**src/pkg/fssr_pkg.sv**
```systemverilog
package fssr_pkg;
    // serial command codes
    localparam logic [7:0] OP_READ_STATUS = 8'h05;
    localparam logic [7:0] OP_WRITE_STATUS = 8'h01;
    localparam logic [7:0] OP_WRITE_STATUS2 = 8'h31;
    localparam logic [7:0] OP_WRITE_ENABLE = 8'h06;
    localparam logic [7:0] OP_WRITE_DISABLE = 8'h04;

    // status byte one field positions
    localparam int BIT_LOCK = 7;
    localparam int BIT_FAIL = 5;
    localparam int BIT_PIN = 4;
    localparam int BIT_ARRAY = 2;
    localparam int BIT_WEL = 1;
    localparam int BIT_BUSY = 0;
    // status byte two field positions
    localparam int BIT_SRST = 4;

    // reset values
    localparam logic LOCK_RESET = 1'h0;
    localparam logic ARRAY_RESET = 1'h0;
    localparam logic FAIL_RESET = 1'h0;
    localparam logic WEL_RESET = 1'h0;
    localparam logic SRST_RESET = 1'h0;

    // framing
    localparam int STATUS_BITS = 16;
    localparam logic [3:0] PASS_FIRST = 4'hf;
    localparam logic [2:0] BIT_IDX_ZERO = 3'h0;
    localparam logic [2:0] BIT_IDX_LAST = 3'h7;
    localparam logic [1:0] BYTES_NONE = 2'h0;
    localparam logic [1:0] BYTES_OPCODE = 2'h1;
    localparam logic [1:0] BYTES_DATA = 2'h2;

    // pin synchroniser: {wp_n, si, sck, cs_n}
    localparam int SYNC_STAGES = 2;
    localparam int PIN_COUNT = 4;
    localparam logic [3:0] SYNC_RESET = 4'h9;

    typedef enum logic [2:0] {
        st_idle,
        st_opcode,
        st_stream,
        st_payload,
        st_skip
    } fssr_state_t;
endpackage

```
**src/pkg/fssr_link_if.sv**
```systemverilog
`timescale 1ns/1ns
interface fssr_link_if;
    logic cs_active;
    logic cs_end;
    logic sck_rise;
    logic sck_fall;
    logic opcode_done;
    logic [2:0] bit_idx;
    logic [1:0] byte_cnt;
    logic [7:0] opcode;
    logic [7:0] data_byte;

    modport shifter (
        output cs_active, cs_end, sck_rise, sck_fall, opcode_done,
        output bit_idx, byte_cnt, opcode, data_byte
    );
    modport core (
        input cs_active, cs_end, sck_rise, sck_fall, opcode_done,
        input bit_idx, byte_cnt, opcode, data_byte
    );
endinterface

```
**src/hdl/fssr_sync.sv**
```systemverilog
`timescale 1ns/1ns
module fssr_sync #(
    parameter int WIDTH = 4,
    parameter int STAGES = 2,
    parameter logic [WIDTH-1:0] RESET_VAL = '0
) (
    // system
    input wire logic clk_sys_i,
    input wire logic reset_n_i,
    // pins in, synchronised out
    input wire logic [WIDTH-1:0] d_i,
    output logic [WIDTH-1:0] q_o
);
    if (STAGES < 2) begin : g_bad
        $error("fssr_sync needs at least two stages");
    end

    for (genvar i = 0; i < WIDTH; i++) begin : g_bit
        logic [STAGES-1:0] chain;
        always_ff @(posedge clk_sys_i or negedge reset_n_i) begin
            if (!reset_n_i) begin
                chain <= {STAGES{RESET_VAL[i]}};
            end else begin
                chain <= {chain[STAGES-2:0], d_i[i]};
            end
        end
        assign q_o[i] = chain[STAGES-1];
    end
endmodule

```
**src/hdl/fssr_shifter.sv**
```systemverilog
`timescale 1ns/1ns
module fssr_shifter (
    // system
    input wire logic clk_sys_i,
    input wire logic reset_n_i,
    // synchronised pins
    input wire logic cs_n_s_i,
    input wire logic sck_s_i,
    input wire logic si_s_i,
    // framed link towards the core
    fssr_link_if.shifter link
);
    logic sck_d;
    logic cs_active;
    logic cs_end;
    logic opcode_done;
    logic [2:0] bit_idx;
    logic [1:0] byte_cnt;
    logic [7:0] rx;
    logic [7:0] opcode;
    logic [7:0] data_byte;

    wire cs_now = ~cs_n_s_i;
    wire rise = cs_now & sck_s_i & ~sck_d;
    wire fall = cs_now & ~sck_s_i & sck_d;
    wire [7:0] rx_next = {rx[6:0], si_s_i};
    wire byte_done = rise & (bit_idx == fssr_pkg::BIT_IDX_LAST);

    // counters clear one cycle after cs_end so the core sees final counts
    always_ff @(posedge clk_sys_i or negedge reset_n_i) begin
        if (!reset_n_i) begin
            sck_d <= 1'h0;
            cs_active <= 1'h0;
            cs_end <= 1'h0;
            opcode_done <= 1'h0;
            bit_idx <= fssr_pkg::BIT_IDX_ZERO;
            byte_cnt <= fssr_pkg::BYTES_NONE;
            rx <= 8'h00;
            opcode <= 8'h00;
            data_byte <= 8'h00;
        end else begin
            sck_d <= sck_s_i;
            cs_active <= cs_now;
            cs_end <= cs_active & ~cs_now;
            opcode_done <= byte_done & (byte_cnt == fssr_pkg::BYTES_NONE);
            if (!cs_active && !cs_now) begin
                bit_idx <= fssr_pkg::BIT_IDX_ZERO;
                byte_cnt <= fssr_pkg::BYTES_NONE;
            end else if (rise) begin
                rx <= rx_next;
                bit_idx <= bit_idx + 3'h1;
                if (byte_done && byte_cnt == fssr_pkg::BYTES_NONE) begin
                    opcode <= rx_next;
                end
                if (byte_done && byte_cnt == fssr_pkg::BYTES_OPCODE) begin
                    data_byte <= rx_next;
                end
                if (byte_done && byte_cnt != fssr_pkg::BYTES_DATA) begin
                    byte_cnt <= byte_cnt + 2'h1;
                end
            end
        end
    end

    assign link.cs_active = cs_active;
    assign link.cs_end = cs_end;
    assign link.sck_rise = rise;
    assign link.sck_fall = fall;
    assign link.opcode_done = opcode_done;
    assign link.bit_idx = bit_idx;
    assign link.byte_cnt = byte_cnt;
    assign link.opcode = opcode;
    assign link.data_byte = data_byte;
endmodule

```
**src/hdl/fssr_top.sv**
```systemverilog
// Function
// - after read opcode, one status bit per serial clock, top bit first.
// - after byte two bit 0, restart at byte one bit 7 while selected.
// - status read is served at any time, busy or not.
// - every pass of the two bytes shows the current internal state.
// - deselect at any point ends the read and floats the output.
// - only lock bit 7 and array bit 2 of byte one are writable.
// - lock set with protect pin asserted freezes the array protection bit.
// - lock resets to 0; while 0 the array bit is writable.
// - with pin asserted, lock only goes 0 to 1; pin deasserted frees it.
// - fail flag bit 5 updated after each erase/program, 1 means failure.
// - an aborted erase or program never sets the fail flag.
// - bit 4 mirrors the protect pin, 0 while asserted.
// - array bit 2 set protects the whole array against program and erase.
// - with write enable latch 0, write-type commands are rejected.
// - write enable latch is 0 after power-up and device reset.
// - latch cleared on write disable, write-type completion or abort, hold abort.
// - incomplete or unknown opcode leaves the latch unchanged.
// - busy flag bit 0 is 1 during an internal operation.
// - busy flag appears at bit 0 of both status bytes.
// - byte two bit 4 is the reset-command allow bit, default 0, writable.
// - write-status opcode plus one data byte carries lock and array values.
`timescale 1ns/1ns
module fssr_top (
    // system
    input wire logic clk_sys_i,
    input wire logic reset_n_i,
    // serial link pins
    input wire logic cs_n_i,
    input wire logic sck_i,
    input wire logic si_i,
    output logic so_o,
    output logic so_oe_o,
    // write-protect pin
    input wire logic wp_n_i,
    // internal operation events, same clock
    input wire logic op_busy_i,
    input wire logic op_done_i,
    input wire logic op_fail_i,
    input wire logic op_abort_i,
    input wire logic hold_abort_i,
    input wire logic dev_reset_i,
    // protection state towards the array
    output logic array_protect_o,
    output logic write_enable_o,
    output logic soft_reset_allow_o
);
    fssr_link_if link ();

    logic [fssr_pkg::PIN_COUNT-1:0] pins_s;
    fssr_pkg::fssr_state_t state;
    fssr_pkg::fssr_state_t next_state;

    // status state
    logic protect_lock_bit;
    logic array_protect_bit;
    logic erase_program_fail_flag;
    logic write_enable_latch;
    logic soft_reset_allow;
    logic ready_busy_flag;
    logic next_protect_lock_bit;
    logic next_array_protect_bit;
    logic next_erase_program_fail_flag;
    logic next_write_enable_latch;
    logic next_soft_reset_allow;

    // output serializer
    logic [fssr_pkg::STATUS_BITS-1:0] pass_shadow;
    logic [3:0] out_idx;
    logic so;
    logic so_oe;
    logic [7:0] status_one;
    logic [7:0] status_two;

    fssr_sync #(
        .WIDTH(fssr_pkg::PIN_COUNT),
        .STAGES(fssr_pkg::SYNC_STAGES),
        .RESET_VAL(fssr_pkg::SYNC_RESET)
    ) u_sync (
        .clk_sys_i(clk_sys_i),
        .reset_n_i(reset_n_i),
        .d_i({wp_n_i, si_i, sck_i, cs_n_i}),
        .q_o(pins_s)
    );

    fssr_shifter u_shifter (
        .clk_sys_i(clk_sys_i),
        .reset_n_i(reset_n_i),
        .cs_n_s_i(pins_s[0]),
        .sck_s_i(pins_s[1]),
        .si_s_i(pins_s[2]),
        .link(link)
    );

    wire protect_pin_state = pins_s[3];
    wire pin_asserted = ~protect_pin_state;

    // live status bytes
    always_comb begin
        status_one = 8'h00;
        status_two = 8'h00;
        status_one[fssr_pkg::BIT_LOCK] = protect_lock_bit;
        status_one[fssr_pkg::BIT_ARRAY] = array_protect_bit;
        status_one[fssr_pkg::BIT_FAIL] = erase_program_fail_flag;
        status_one[fssr_pkg::BIT_PIN] = protect_pin_state;
        status_one[fssr_pkg::BIT_WEL] = write_enable_latch;
        status_one[fssr_pkg::BIT_BUSY] = ready_busy_flag;
        status_two[fssr_pkg::BIT_BUSY] = ready_busy_flag;
        status_two[fssr_pkg::BIT_SRST] = soft_reset_allow;
        // bits 6 and 3 left at zero
    end

    wire [fssr_pkg::STATUS_BITS-1:0] live_word = {status_one, status_two};

    // command framing at deselect
    wire full_opcode = link.byte_cnt != fssr_pkg::BYTES_NONE;
    wire on_boundary = link.bit_idx == fssr_pkg::BIT_IDX_ZERO;
    wire only_opcode = (link.byte_cnt == fssr_pkg::BYTES_OPCODE) & on_boundary;
    wire data_whole = (link.byte_cnt == fssr_pkg::BYTES_DATA) & on_boundary;
    wire idle_dev = ~ready_busy_flag;
    wire frame_end = link.cs_end & full_opcode & idle_dev;

    wire is_wrsr = link.opcode == fssr_pkg::OP_WRITE_STATUS;
    wire is_wrsr2 = link.opcode == fssr_pkg::OP_WRITE_STATUS2;
    wire is_wren = link.opcode == fssr_pkg::OP_WRITE_ENABLE;
    wire is_wrdi = link.opcode == fssr_pkg::OP_WRITE_DISABLE;
    wire is_status_write = is_wrsr | is_wrsr2;

    wire write_allowed = write_enable_latch;
    wire wsr_commit = frame_end & is_wrsr & data_whole & write_allowed;
    wire wsr2_commit = frame_end & is_wrsr2 & data_whole & write_allowed;

    wire req_lock = link.data_byte[fssr_pkg::BIT_LOCK];
    wire req_array = link.data_byte[fssr_pkg::BIT_ARRAY];
    wire req_srst = link.data_byte[fssr_pkg::BIT_SRST];

    // clearing lock under asserted pin drops the whole write
    wire lock_clear_blocked = pin_asserted & protect_lock_bit & ~req_lock;
    wire wsr_apply = wsr_commit & ~lock_clear_blocked;
    // prior lock with pin asserted freezes the array bit
    wire array_frozen = protect_lock_bit & pin_asserted;

    wire wel_clear_cmd = frame_end & (is_status_write | (is_wrdi & only_opcode));
    wire wel_clear_op = op_done_i | op_abort_i | hold_abort_i;
    wire wel_set = frame_end & is_wren & only_opcode;

    // protection and latch next values
    always_comb begin
        next_protect_lock_bit = protect_lock_bit;
        next_array_protect_bit = array_protect_bit;
        next_soft_reset_allow = soft_reset_allow;
        next_erase_program_fail_flag = erase_program_fail_flag;
        next_write_enable_latch = write_enable_latch;
        if (wsr_apply) begin
            next_protect_lock_bit = req_lock;
        end
        if (wsr_apply && !array_frozen) begin
            next_array_protect_bit = req_array;
        end
        if (wsr2_commit) begin
            next_soft_reset_allow = req_srst;
        end
        // fail flag follows each completed operation
        if (op_done_i) begin
            next_erase_program_fail_flag = op_fail_i;
        end
        // command clears need a full write-type opcode; done, abort and hold abort clear without one
        if (wel_clear_cmd || wel_clear_op) begin
            next_write_enable_latch = 1'h0;
        end
        // set beats a same-cycle completion clear
        if (wel_set) begin
            next_write_enable_latch = 1'h1;
        end
        // device reset always leaves the latch at 0
        if (dev_reset_i) begin
            next_write_enable_latch = 1'h0;
        end
    end

    always_ff @(posedge clk_sys_i or negedge reset_n_i) begin
        if (!reset_n_i) begin
            protect_lock_bit <= fssr_pkg::LOCK_RESET;
            array_protect_bit <= fssr_pkg::ARRAY_RESET;
            erase_program_fail_flag <= fssr_pkg::FAIL_RESET;
            write_enable_latch <= fssr_pkg::WEL_RESET;
            soft_reset_allow <= fssr_pkg::SRST_RESET;
            ready_busy_flag <= 1'h0;
        end else begin
            protect_lock_bit <= next_protect_lock_bit;
            array_protect_bit <= next_array_protect_bit;
            erase_program_fail_flag <= next_erase_program_fail_flag;
            write_enable_latch <= next_write_enable_latch;
            soft_reset_allow <= next_soft_reset_allow;
            // busy while an internal operation runs
            ready_busy_flag <= op_busy_i;
        end
    end

    // command sequencing
    always_comb begin
        next_state = state;
        case (state)
            fssr_pkg::st_idle: begin
                if (link.cs_active) begin
                    next_state = fssr_pkg::st_opcode;
                end
            end
            fssr_pkg::st_opcode: begin
                if (link.opcode_done) begin
                    if (link.opcode == fssr_pkg::OP_READ_STATUS) begin
                        next_state = fssr_pkg::st_stream;
                    end else if (is_status_write) begin
                        next_state = fssr_pkg::st_payload;
                    end else begin
                        next_state = fssr_pkg::st_skip;
                    end
                end
            end
            fssr_pkg::st_stream: next_state = state;
            fssr_pkg::st_payload: next_state = state;
            fssr_pkg::st_skip: next_state = state;
            default: next_state = fssr_pkg::st_idle;
        endcase
        if (!link.cs_active) begin
            next_state = fssr_pkg::st_idle;
        end
    end

    always_ff @(posedge clk_sys_i or negedge reset_n_i) begin
        if (!reset_n_i) begin
            state <= fssr_pkg::st_idle;
        end else begin
            state <= next_state;
        end
    end

    // status streaming
    wire streaming = state == fssr_pkg::st_stream;
    wire shift_out = streaming & link.sck_fall & link.cs_active;
    wire pass_start = out_idx == fssr_pkg::PASS_FIRST;
    // first bit of each pass comes from live state
    wire out_bit = pass_start ? live_word[fssr_pkg::STATUS_BITS-1] : pass_shadow[out_idx];

    // snapshot per pass keeps each pass self-consistent
    always_ff @(posedge clk_sys_i or negedge reset_n_i) begin
        if (!reset_n_i) begin
            pass_shadow <= '0;
            out_idx <= fssr_pkg::PASS_FIRST;
            so <= 1'h0;
            so_oe <= 1'h0;
        end else if (!link.cs_active || !streaming) begin
            out_idx <= fssr_pkg::PASS_FIRST;
            so <= 1'h0;
            so_oe <= 1'h0;
        end else if (shift_out) begin
            // fresh snapshot at each pass start
            if (pass_start) begin
                pass_shadow <= live_word;
            end
            so <= out_bit;
            so_oe <= 1'h1;
            // wrap from 0 back to 15
            out_idx <= out_idx - 4'h1;
        end
    end

    assign so_o = so;
    assign so_oe_o = so_oe;
    assign array_protect_o = array_protect_bit;
    assign write_enable_o = write_enable_latch;
    assign soft_reset_allow_o = soft_reset_allow;
endmodule

```
**config.mk**
```make
export PLATFORM = sky130hd
export DESIGN_NAME = fssr_top
export DESIGN_NICKNAME = d
export VERILOG_FILES = /design/src/pkg/fssr_pkg.sv /design/src/pkg/fssr_link_if.sv /design/src/hdl/fssr_sync.sv /design/src/hdl/fssr_shifter.sv /design/src/hdl/fssr_top.sv
export SDC_FILE = /design/constraint.sdc
export NUM_CORES = 1
export LEC_CHECK = 0
export BUFFER_PORTS_ARGS = -buffer_cell sky130_fd_sc_hd__buf_4
export CAP_MARGIN = 20
export CELL_PAD_IN_SITES_DETAIL_PLACEMENT = 1
export CELL_PAD_IN_SITES_GLOBAL_PLACEMENT = 1
export CORE_UTILIZATION = 50
export CTS_BUF_LIST = sky130_fd_sc_hd__clkbuf_8 sky130_fd_sc_hd__clkbuf_16
export DETAILED_ROUTE_END_ITERATION = 10
export GPL_ROUTABILITY_DRIVEN = 0
export HOLD_SLACK_MARGIN = 0.03
export PLACE_DENSITY_LB_ADDON = 0.1
export SLEW_MARGIN = 25
export SYNTH_ARGS = -nofsm -noshare
export SYNTH_HDL_FRONTEND = slang
export SYNTH_SLANG_ARGS = --single-unit
export TNS_END_PERCENT = 100
```
**constraint.sdc**
```tcl
create_clock -name clk_sys_i -period 3.4 [get_ports clk_sys_i]
set_input_delay 0.34 -clock clk_sys_i [delete_from_list [all_inputs] [get_ports clk_sys_i]]
set_output_delay 0.34 -clock clk_sys_i [all_outputs]
set_load 0.02 [all_outputs]
```
==> results of run 1 <==
[cells by family after synthesis]
logic type | Yosys count | share of synthesized area [%]
buf+inv | 16 | 2.67
simple gates | 59 | 15.5
compound gates | 23 | 7.25
flops | 57 | 55.8
fa+ha+maj | 8 | 3.89
xor+xnor | 3 | 1.02
mux | 30 | 13.9
[metrics by stage]
stage	instances	hold slack [ns]	util, %	cell area (um^2)	setup slack [ns]
5_1_grt	292	0.0850	60.1	2910	1.23
2_1_floorplan	196	0.0444	-	2570	1.56
3_3_place_gp	276	0.339	56.9	2760	1.48
4_1_cts	292	0.0641	60.1	2910	1.33
3_5_place_dp	276	0.349	56.9	2760	1.35
6_report	292	0.0341	60.1	2910	1.37
[per-layer routing]
metal | GRT usage (%) | up-vias
met1 | 24.7 | 815
met5 | 0 | -
met3 | 7.68 | 15
met4 | 12.0 | 0
met2 | 36.4 | 29
li1 | - | 746
[worst paths after layout]
check | startpoint | to | slack [ns]
setup reg to reg | u_shifter.link.byte_cnt[0] | array_protect_o | 1.37
max in group asynchronous | reset_n_i | pass_shadow[15] | 2.90
setup / recovery | u_shifter.link.byte_cnt[0] | array_protect_o | 1.37
hold reg to reg | u_sync.g_bit[0].chain[0] | u_sync.g_bit[0].chain[1] | 0.36
min in group clk_sys_i | cs_n_i | u_sync.g_bit[0].chain[0] | 0.11
hold / removal | reset_n_i | so_o | 0.03
[sequential cells by signal, summed over array words and instances (netlist names), 2 cells and up]
signal and cells:
u_shifter.link.opcode 8, u_sync.g_bit.chain 8, pass_shadow 7, u_shifter.rx 7, out_idx 4, state 3, u_shifter.link.bit_idx 3, u_shifter.link.data_byte 3
u_shifter.link.byte_cnt 2
[power breakdown]
group	switching (mW)	total, mW	leakage [nW]	internal [mW]
sequential	0.0396	0.767	0.734	0.728
clock	0.252	0.502	0.0963	0.250
combinational	0.0402	0.0868	0.577	0.0466
[cell type report]
type,instances,area (um^2)
fill,507,1940
timing repair buffer,16,120
clock buffer,9,124
sequential,57,1440
clock inverter,7,31.3
multi-input combinational,123,1070
inverter,13,48.8
tap,67,83.8
[layout by cell type, fill, tap and decap left out, drive strengths merged, types with 3 or more instances in the layout]
| cell | instances |
|---|---|
| buf | 16 |
| o21ai | 5 |
| nor3b | 6 |
| and3b | 3 |
| clkinv | 4 |
| xnor2 | 3 |
| mux2i | 3 |
| and3 | 4 |
| nor3 | 4 |
| ha | 8 |
| nor2 | 9 |
| clkbuf | 9 |
| nand2b | 3 |
| dfrtp | 49 |
| nand4 | 3 |
| dfstp | 8 |
| mux2 | 27 |
| inv | 16 |
| nand3 | 4 |
| nand2 | 16 |
[worst reg2reg max path, stage by stage, from the launching register on]
cell and delay [ns]:
dfrtp_1 0.39, inv_1 0.09, ha_1 0.24, nor3b_1 0.26
nand4_2 0.22, a2111oi_4 0.37, mux2_1 0.35
==> results.py, run 1 <==
metrics = {
    "clocking": {
        "cts_buffers": 9,
        "cts.sinks": 57,
        "clk_latency_ns": 0.34,
        "clock_path_buffers": 2,
        "clkTransAtPathRegs_ns": 0.06,
        "cts_htree_levels": 3,
        "cts_tree": "yes",
        "clock_tree.root_cell": "clkbuf_8",
        "post-cts-setup-buffers": 0,
        "cts_resized": 0,
        "cts_hold_repair.buffers": 0,
    },
    "synth": {
        "synthFlopType": "dfrtp_1",
        "synth_edf_count": 0,
        "postSynthAreaPerCell_um2": 13.1,
        "yosysMostFrequentCell": "dfrtp_1",
        "async_flop_share_pct": 100,
        "netlist_top_cells_area": "dfrtp_1 (48%), mux2_2 (8.8%), dfstp_2 (8.2%), ha_1 (3.9%), mux2_4 (3.5%)",
        "synth_area_um2": 2570,
        "synth_nets": 216,
        "syn_inst": 196,
        "synth_top_area_share_pct": 47.7,
        "seq_area_frac_synth_pct": 55.8,
        "synth_seq_cells": 57,
        "synth.distinct_cells": 50,
        "yosys.area.top_type": "dfrtp_1",
        "synth_warnings": 0,
        "yosys-top-cells-count": "dfrtp_1 (49), mux2_2 (20), nand2_1 (16)",
    },
    "timing": {
        "tightest_slew_ns": 0.749,
        "skew_ns": 0.00373,
        "hold_violations": 0,
        "setup_viol": 0,
        "finalMaxSlewViolations": 0,
        "tns_ns": 0,
        "fmax_ghz": 0.491,
        "rsz0062_at_grt": "false",
        "slew_headroom_pct": 50.0,
        "fin_crit_sh_pct": 59.8,
        "post-route-min-period_ns": 2.03,
    },
    "worst_setup_path": {
        "max_stage_delay_ns": 0.39,
        "cp-end-kind": "flip-flop",
        "worstSetupPathType": "flip-flop to flip-flop",
        "crit_required_ns": 3.62,
        "path_cells": "inv_1 -> ha_1 -> nor3b_1 -> nand4_2 -> a2111oi_4 -> mux2_1",
        "path_max_fanout": 4,
        "rr_worst_depth": 6,
        "slowest_stage": "dfrtp_1",
        "cp.depth": 6,
        "cp_top_family": "simple AND/OR/NAND/NOR gates",
        "worstPathArrival_ns": 2.25,
        "start_kind": "flip-flop",
        "crit_buf_inv": 1,
    },
    "global_route": {
        "grt_pass1_wl_um": 8360,
        "grtUsageTotal_pct": 21.9,
        "grt_max_degree": 58,
        "grt.overflow.total": 0,
        "antenna_found_initial": 0,
        "first_global_vias": 1701,
    },
    "min_path": {
        "worstHoldPathType": "primary input to async pin",
    },
    "floorplanning": {
        "dieArea_um2": 5440,
        "io_pins": 17,
        "dieHeight_um": 73.7,
        "start_util_pct": 53.1,
        "coreArea_um2": 4850,
        "rows": 25,
        "die_w_um": 73.7,
    },
    "drt": {
        "drt-total-wl_um": 5000,
        "drt-met1-wl_um": 2150,
        "drtPass1Iterations": 2,
        "viasPerCell": 5.50,
        "wl_met2_um": 2540,
        "dr.first_iter.drc_count": 22,
        "route.vias.total": 1605,
        "postRouteAntennaNets": 0,
        "wire_per_inst_um": 17.1,
        "top_layer": "met4",
        "drc": 0,
        "wl_met3_um": 167,
    },
    "placed_design": {
        "port_buffers": 16,
        "place_hpwl_um": 3560,
    },
    "pwr": {
        "leakagePower_nw": 1.41,
        "irDropWorstVdd_mv": 0.313,
        "powerDensity_nw_per_um2": 466,
        "total_power_mw": 1.36,
    },
    "cells_and_area": {
        "nNetsFinal": 240,
        "areaGrowthSynthToFinish_pct": 13.2,
        "drive_gt1_share_pct": 33.3,
        "antennaDiodeCount": 0,
    },
    "run": {
        "drv_cap": 0,
    },
    "run_status": {
        "run_status": "completed",
    },
}
(Power assumes the default switching activity.)
==> run 2: changes to the inputs <==
CORE_UTILIZATION = 49   (was 50)
clock period = 2 ns   (was 3.4 ns; I/O delays follow)
==> results.py, run 2 (synthesis gave the netlist of run 1 again) <==
metrics = {
    "global_route": {
        "first_global_vias": 1767,
        "grt_pass1_wl_um": 8670,
        "grtUsageTotal_pct": 21.7,
        "met3_usage_pct": 6.50,
        "grt.overflow.total": 0,
        "use_met2_pct": 36.9,
        "grt.busiest_layer": "met2",
        "grt_max_degree": 58,
        "antenna_found_initial": 0,
        "use_met1_pct": 25.8,
    },
    "worst_setup_path": {
        "path_max_fanout": 3,
        "start_kind": "flip-flop",
        "cp-end-kind": "flip-flop",
        "worstSetupPathType": "flip-flop to flip-flop",
        "worstPathArrival_ns": 2.10,
        "crit_required_ns": 2.21,
        "cp.depth": 6,
        "crit_buf_inv": 1,
        "max_stage_delay_ns": 0.40,
        "slowest_stage": "dfrtp_1",
        "path_cells": "inv_1 -> ha_1 -> and4b_1 -> nand4_2 -> a2111oi_4 -> mux2_1",
        "cp_top_family": "flip-flops",
        "rr_worst_depth": 6,
    },
    "floorplanning": {
        "io_pins": 17,
        "rows": 26,
        "dieArea_um2": 5540,
        "start_util_pct": 50.7,
        "coreArea_um2": 5070,
        "dieHeight_um": 74.5,
        "die_w_um": 74.5,
    },
    "cells_and_area": {
        "antennaDiodeCount": 0,
        "drive_gt1_share_pct": 36.1,
        "largestRegisters": "u_shifter.link.opcode: 8 flops, u_sync.g_bit.chain: 8 flops",
        "final_cell_mix": "dfrtp_1 (49), buf_4 (23), mux2_2 (20), nand2_1 (16), inv_1 (14)",
        "final_util_pct": 60.9,
        "areaGrowthSynthToFinish_pct": 20.2,
        "fill_cells": 514,
        "final_common_cell": "dfrtp_1",
        "nNetsFinal": 253,
    },
    "drt": {
        "route.vias.total": 1656,
        "drt-total-wl_um": 5210,
        "drtPass1Iterations": 4,
        "drc": 0,
        "dr.first_iter.drc_count": 43,
        "viasPerCell": 5.38,
        "postRouteAntennaNets": 0,
        "wire_per_inst_um": 16.9,
    },
    "timing": {
        "hold_slack_ns": 0.112,
        "post-route-min-period_ns": 1.89,
        "slew_headroom_pct": 53.7,
        "rsz0062_at_grt": "false",
        "hold_violations": 0,
        "tns_ns": 0,
        "fmax_ghz": 0.529,
        "tightest_slew_ns": 0.695,
        "setup_viol": 0,
        "finalMaxSlewViolations": 0,
        "fin_crit_sh_pct": 94.5,
        "skew_ns": 0.00694,
    },
    "min_path": {
        "hold_depth": 2,
        "worstHoldPathType": "primary input to flip-flop",
    },
    "clocking": {
        "clk_latency_ns": 0.33,
        "clkTransAtPathRegs_ns": 0.06,
        "cts_htree_levels": 3,
        "clock_path_buffers": 2,
        "cts_tree": "yes",
        "cts_buffers": 9,
        "cts.sinks": 57,
        "clock_tree.root_cell": "clkbuf_8",
    },
    "placed_design": {
        "place_hpwl_um": 3750,
        "port_buffers": 16,
    },
    "pwr": {
        "total_power_mw": 2.60,
        "leakagePower_nw": 1.49,
        "powerDensity_nw_per_um2": 840,
        "irDropWorstVdd_mv": 0.477,
    },
    "run": {
        "drv_cap": 0,
    },
    "run_status": {
        "run_status": "completed",
    },
}
-- run 2: changes by cell type in the layout (fill, tap and decap cells not counted), sizes merged --
cell	delta
inv	-2
dlygate4sd3	+6
buf	+7
bufinv	+2
-- run 2: power by group --
| part | total [mW] | leakage, nW | internal (mW) | switching, mW |
|---|---|---|---|---|
| Combinational | 0.156 | 0.638 | 0.0874 | 0.0687 |
| Sequential | 1.30 | 0.734 | 1.24 | 0.0666 |
| Clock | 1.14 | 0.114 | 0.691 | 0.445 |
| Total | 2.60 | 1.49 | 2.02 | 0.580 |
-- run 2: path summary, 6_finish.rpt --
kind	startpoint	endpoint	slack (ns)
worst min-delay path	op_fail_i	erase_program_fail_flag	0.11
min in group asynchronous	reset_n_i	so_o	0.45
worst max register to register	u_shifter.link.byte_cnt[0]	array_protect_o	0.11
worst min register to register	u_sync.g_bit[3].chain[0]	u_sync.g_bit[3].chain[1]	0.36
max in group asynchronous	reset_n_i	pass_shadow[8]	1.07
worst max-delay path	u_shifter.link.byte_cnt[0]	array_protect_o	0.11
-- run 2: routing by layer --
layer / vias to the layer above / share of wire [%] / wire [um]
li1: 769 / - / -
met1: 854 / 44 / 2270
met4: 0 / 1.6 / 84
met5: - / 0 / 0
met3: 11 / 2.8 / 148
met2: 22 / 52 / 2700
-- run 2: repair_timing --
action / 4_1_cts / 5_1_grt
gates resized for setup: 1 / 1
hold buffers: 6 / 0
gates cloned: 0 / 0
pin swaps: 0 / 2
hold endpoints to repair: 54 / 0
setup buffers: 0 / 3
setup endpoints to repair: 1 / 1
-- run 2: stage by stage --
stage	area [um^2]	worst slack [ns]	instances
after CTS	3070	0.0314	305
after global placement	2790	0.0870	283
after detailed placement	2790	-0.0342	283
final	3090	0.110	308
after global routing	3090	0.00122	308
after floorplan	2570	0.162	196
-- run 2: cell type report --
type                    count  area, um^2  share of cell area [%]
flip-flops and latches     57        1440                    46.5
multi-input cells         123        1070                    34.8
repair buffers             29         233                    7.53
clock buffers               9         124                    4.01
clock inverters             7        87.6                    2.83
well taps                  70        87.6                    2.83
inverters                  13        48.8                    1.58
-- run 2: worst register-to-register path, delay by kind of cell, from the launching register on --
kind | cells | cell delay (ns)
flops | 1 | 0.40
buf+inv | 1 | 0.10
fa+ha+maj | 1 | 0.18
compound gates | 1 | 0.36
simple gates | 2 | 0.39
mux | 1 | 0.34
==> run 3: changes to the inputs <==
SETUP_SLACK_MARGIN = 0.4   (was default)
==> results.py, run 3 (synthesis gave the netlist of run 1 again) <==
metrics = {
    "run_status": {
        "run_status": "completed",
    },
    "pwr": {
        "swShare_pct": 24.0,
        "powerDensity_nw_per_um2": 775,
        "power.switching_uw": 610,
        "total_power_mw": 2.55,
        "irDropWorstVdd_mv": 0.544,
        "p_int_mw": 1.94,
        "seq_power_share_pct": 51.4,
        "leakagePower_nw": 1.53,
        "p_clk_share_pct": 41.1,
        "comb_power_share_pct": 7.6,
    },
    "min_path": {
        "hold_end": "erase_program_fail_flag",
        "hold_depth": 2,
        "hold_start": "op_fail_i",
        "worstHoldPathType": "primary input to flip-flop",
    },
    "floorplanning": {
        "io_pins": 17,
        "dieArea_um2": 5540,
        "dieHeight_um": 74.5,
        "start_util_pct": 50.7,
        "die_w_um": 74.5,
        "coreArea_um2": 5070,
        "rows": 26,
    },
    "drt": {
        "viasPerCell": 5.40,
        "drc": 0,
        "drt-total-wl_um": 6700,
        "drtPass1Iterations": 4,
        "dr.first_iter.drc_count": 63,
        "route.vias.total": 1712,
        "postRouteAntennaNets": 0,
        "wire_per_inst_um": 21.1,
    },
    "worst_setup_path": {
        "r2r-start": "u_shifter.link.bit_idx[0]",
        "path_max_fanout": 3,
        "worstPathArrival_ns": 1.97,
        "crit_required_ns": 2.22,
        "rr_worst_depth": 6,
        "reg2reg_setup_slack_ns": 0.26,
        "startpoint": "u_shifter.link.bit_idx[0]",
        "worstSetupPathType": "flip-flop to flip-flop",
        "start_kind": "flip-flop",
        "r2r-end": "array_protect_o",
        "cp-end-kind": "flip-flop",
    },
    "timing": {
        "post-route-min-period_ns": 1.74,
        "fmax_ghz": 0.574,
        "tightest_slew_ns": 0.714,
        "finalMaxSlewViolations": 0,
        "slew_headroom_pct": 52.4,
        "skew_ns": 0.0109,
        "tns_ns": 0,
        "fin_crit_sh_pct": 87.1,
        "hold_violations": 0,
        "setup_viol": 0,
        "fin_ws_ns": 0.258,
        "rsz0062_at_grt": "true",
    },
    "clocking": {
        "clk_latency_ns": 0.34,
        "cts_htree_levels": 3,
        "clkTransAtPathRegs_ns": 0.07,
        "cts_buffers": 9,
        "cts_tree": "yes",
        "clock_path_buffers": 2,
        "cts.sinks": 57,
        "clock_tree.root_cell": "clkbuf_8",
    },
    "cells_and_area": {
        "antennaDiodeCount": 0,
        "final_util_pct": 64.8,
        "largestRegisters": "u_shifter.link.opcode: 8 flops, u_sync.g_bit.chain: 8 flops",
        "final_common_cell": "dfrtp_1",
        "areaGrowthSynthToFinish_pct": 27.9,
        "drive_gt1_share_pct": 44.5,
        "fill_cells": 511,
        "multi_input_area_um2": 1210,
        "nNetsFinal": 262,
        "final_cells": 317,
        "final_cell_mix": "dfrtp_1 (48), buf_4 (30), mux2_2 (18), nand2_1 (16), inv_1 (12)",
        "ff_latch_area_um2": 1440,
    },
    "placed_design": {
        "pre_cts_slack_ns": 0.108,
        "port_buffers": 16,
        "dpl.cell_count": 283,
        "place_hpwl_um": 4020,
    },
    "global_route": {
        "met3_usage_pct": 8.13,
        "use_met2_pct": 46.2,
        "grt.overflow.total": 0,
        "grtUsageTotal_pct": 26.7,
        "first_global_vias": 1897,
        "grt.busiest_layer": "met2",
        "grt_pass1_wl_um": 10200,
        "antenna_found_initial": 0,
        "use_met1_pct": 31.0,
        "grt_max_degree": 58,
    },
    "run": {
        "drv_cap": 0,
    },
}
-- run 3: cell count changes in the layout (fill, tap and decap cells not counted), moves of 2 or more --
cell	delta
and3_1	-2
and3_4	+2
mux2_4	+3
inv_2	+4
buf_4	+7
mux2_2	-2
ha_1	-5
ha_4	+5
inv_1	-2
-- run 3: how the worst max path moves through the flow --
stage,to,cells past startpoint
floorplan,array_protect_o,6
global placement,pass_shadow[13],4
detailed placement,pass_shadow[13],4
CTS,array_protect_o,6
global route,array_protect_o,6
finish,array_protect_o,6
-- run 3: per-stage QoR --
stage | hold slack, ns | area (um^2)
3_5_place_dp | 0.296 | 2800
4_1_cts | 0.101 | 3180
5_1_grt | 0.0883 | 3290
3_3_place_gp | 0.283 | 2800
6_report | 0.103 | 3290
2_1_floorplan | -0.0956 | 2580
-- run 3: power groups by stage --
| stage | logic (mW) | clock network [mW] | registers [mW] |
|---|---|---|---|
| detailed placement | 0.151 | 0 | 1.32 |
| finish | 0.192 | 1.05 | 1.31 |
| CTS | 0.176 | 1.05 | 1.30 |
| global route | 0.212 | 1.12 | 1.32 |
| global placement | 0.141 | 0 | 1.31 |
| floorplan | 0.0916 | 0 | 1.30 |
-- run 3: repair_timing --
| action | 4_1_cts | 5_1_grt |
|---|---|---|
| endpoints found under the setup margin | 11 | 23 |
| setup buffers | 7 | 5 |
| pin swaps | 1 | 3 |
| resized for setup | 19 | 13 |
| hold buffers | 6 | 0 |
| hold endpoints to repair | 54 | 0 |
-- run 3: layout make-up --
cell class,count,share of cell area (%)
inverters,13,1.48
flip-flops and latches,57,43.7
clock buffers,10,4.18
clock inverters,6,1.56
well taps,70,2.66
repair buffers,38,9.62
multi-input cells,123,36.8
-- run 3: critical path, cell delays in order (launching register included) --
cell and delay, ns:
dfrtp_1 0.42, inv_2 0.10, ha_4 0.14, and4b_1 0.24, nand4_4 0.13, a2111oi_4 0.26
mux2_4 0.34
-- run 3: per-layer routing --
layer  vias up  share of wire [%]
met5         -                  0
met3        10                3.3
met4         0                2.4
met1       884                 40
li1        783                  -
met2        35                 55
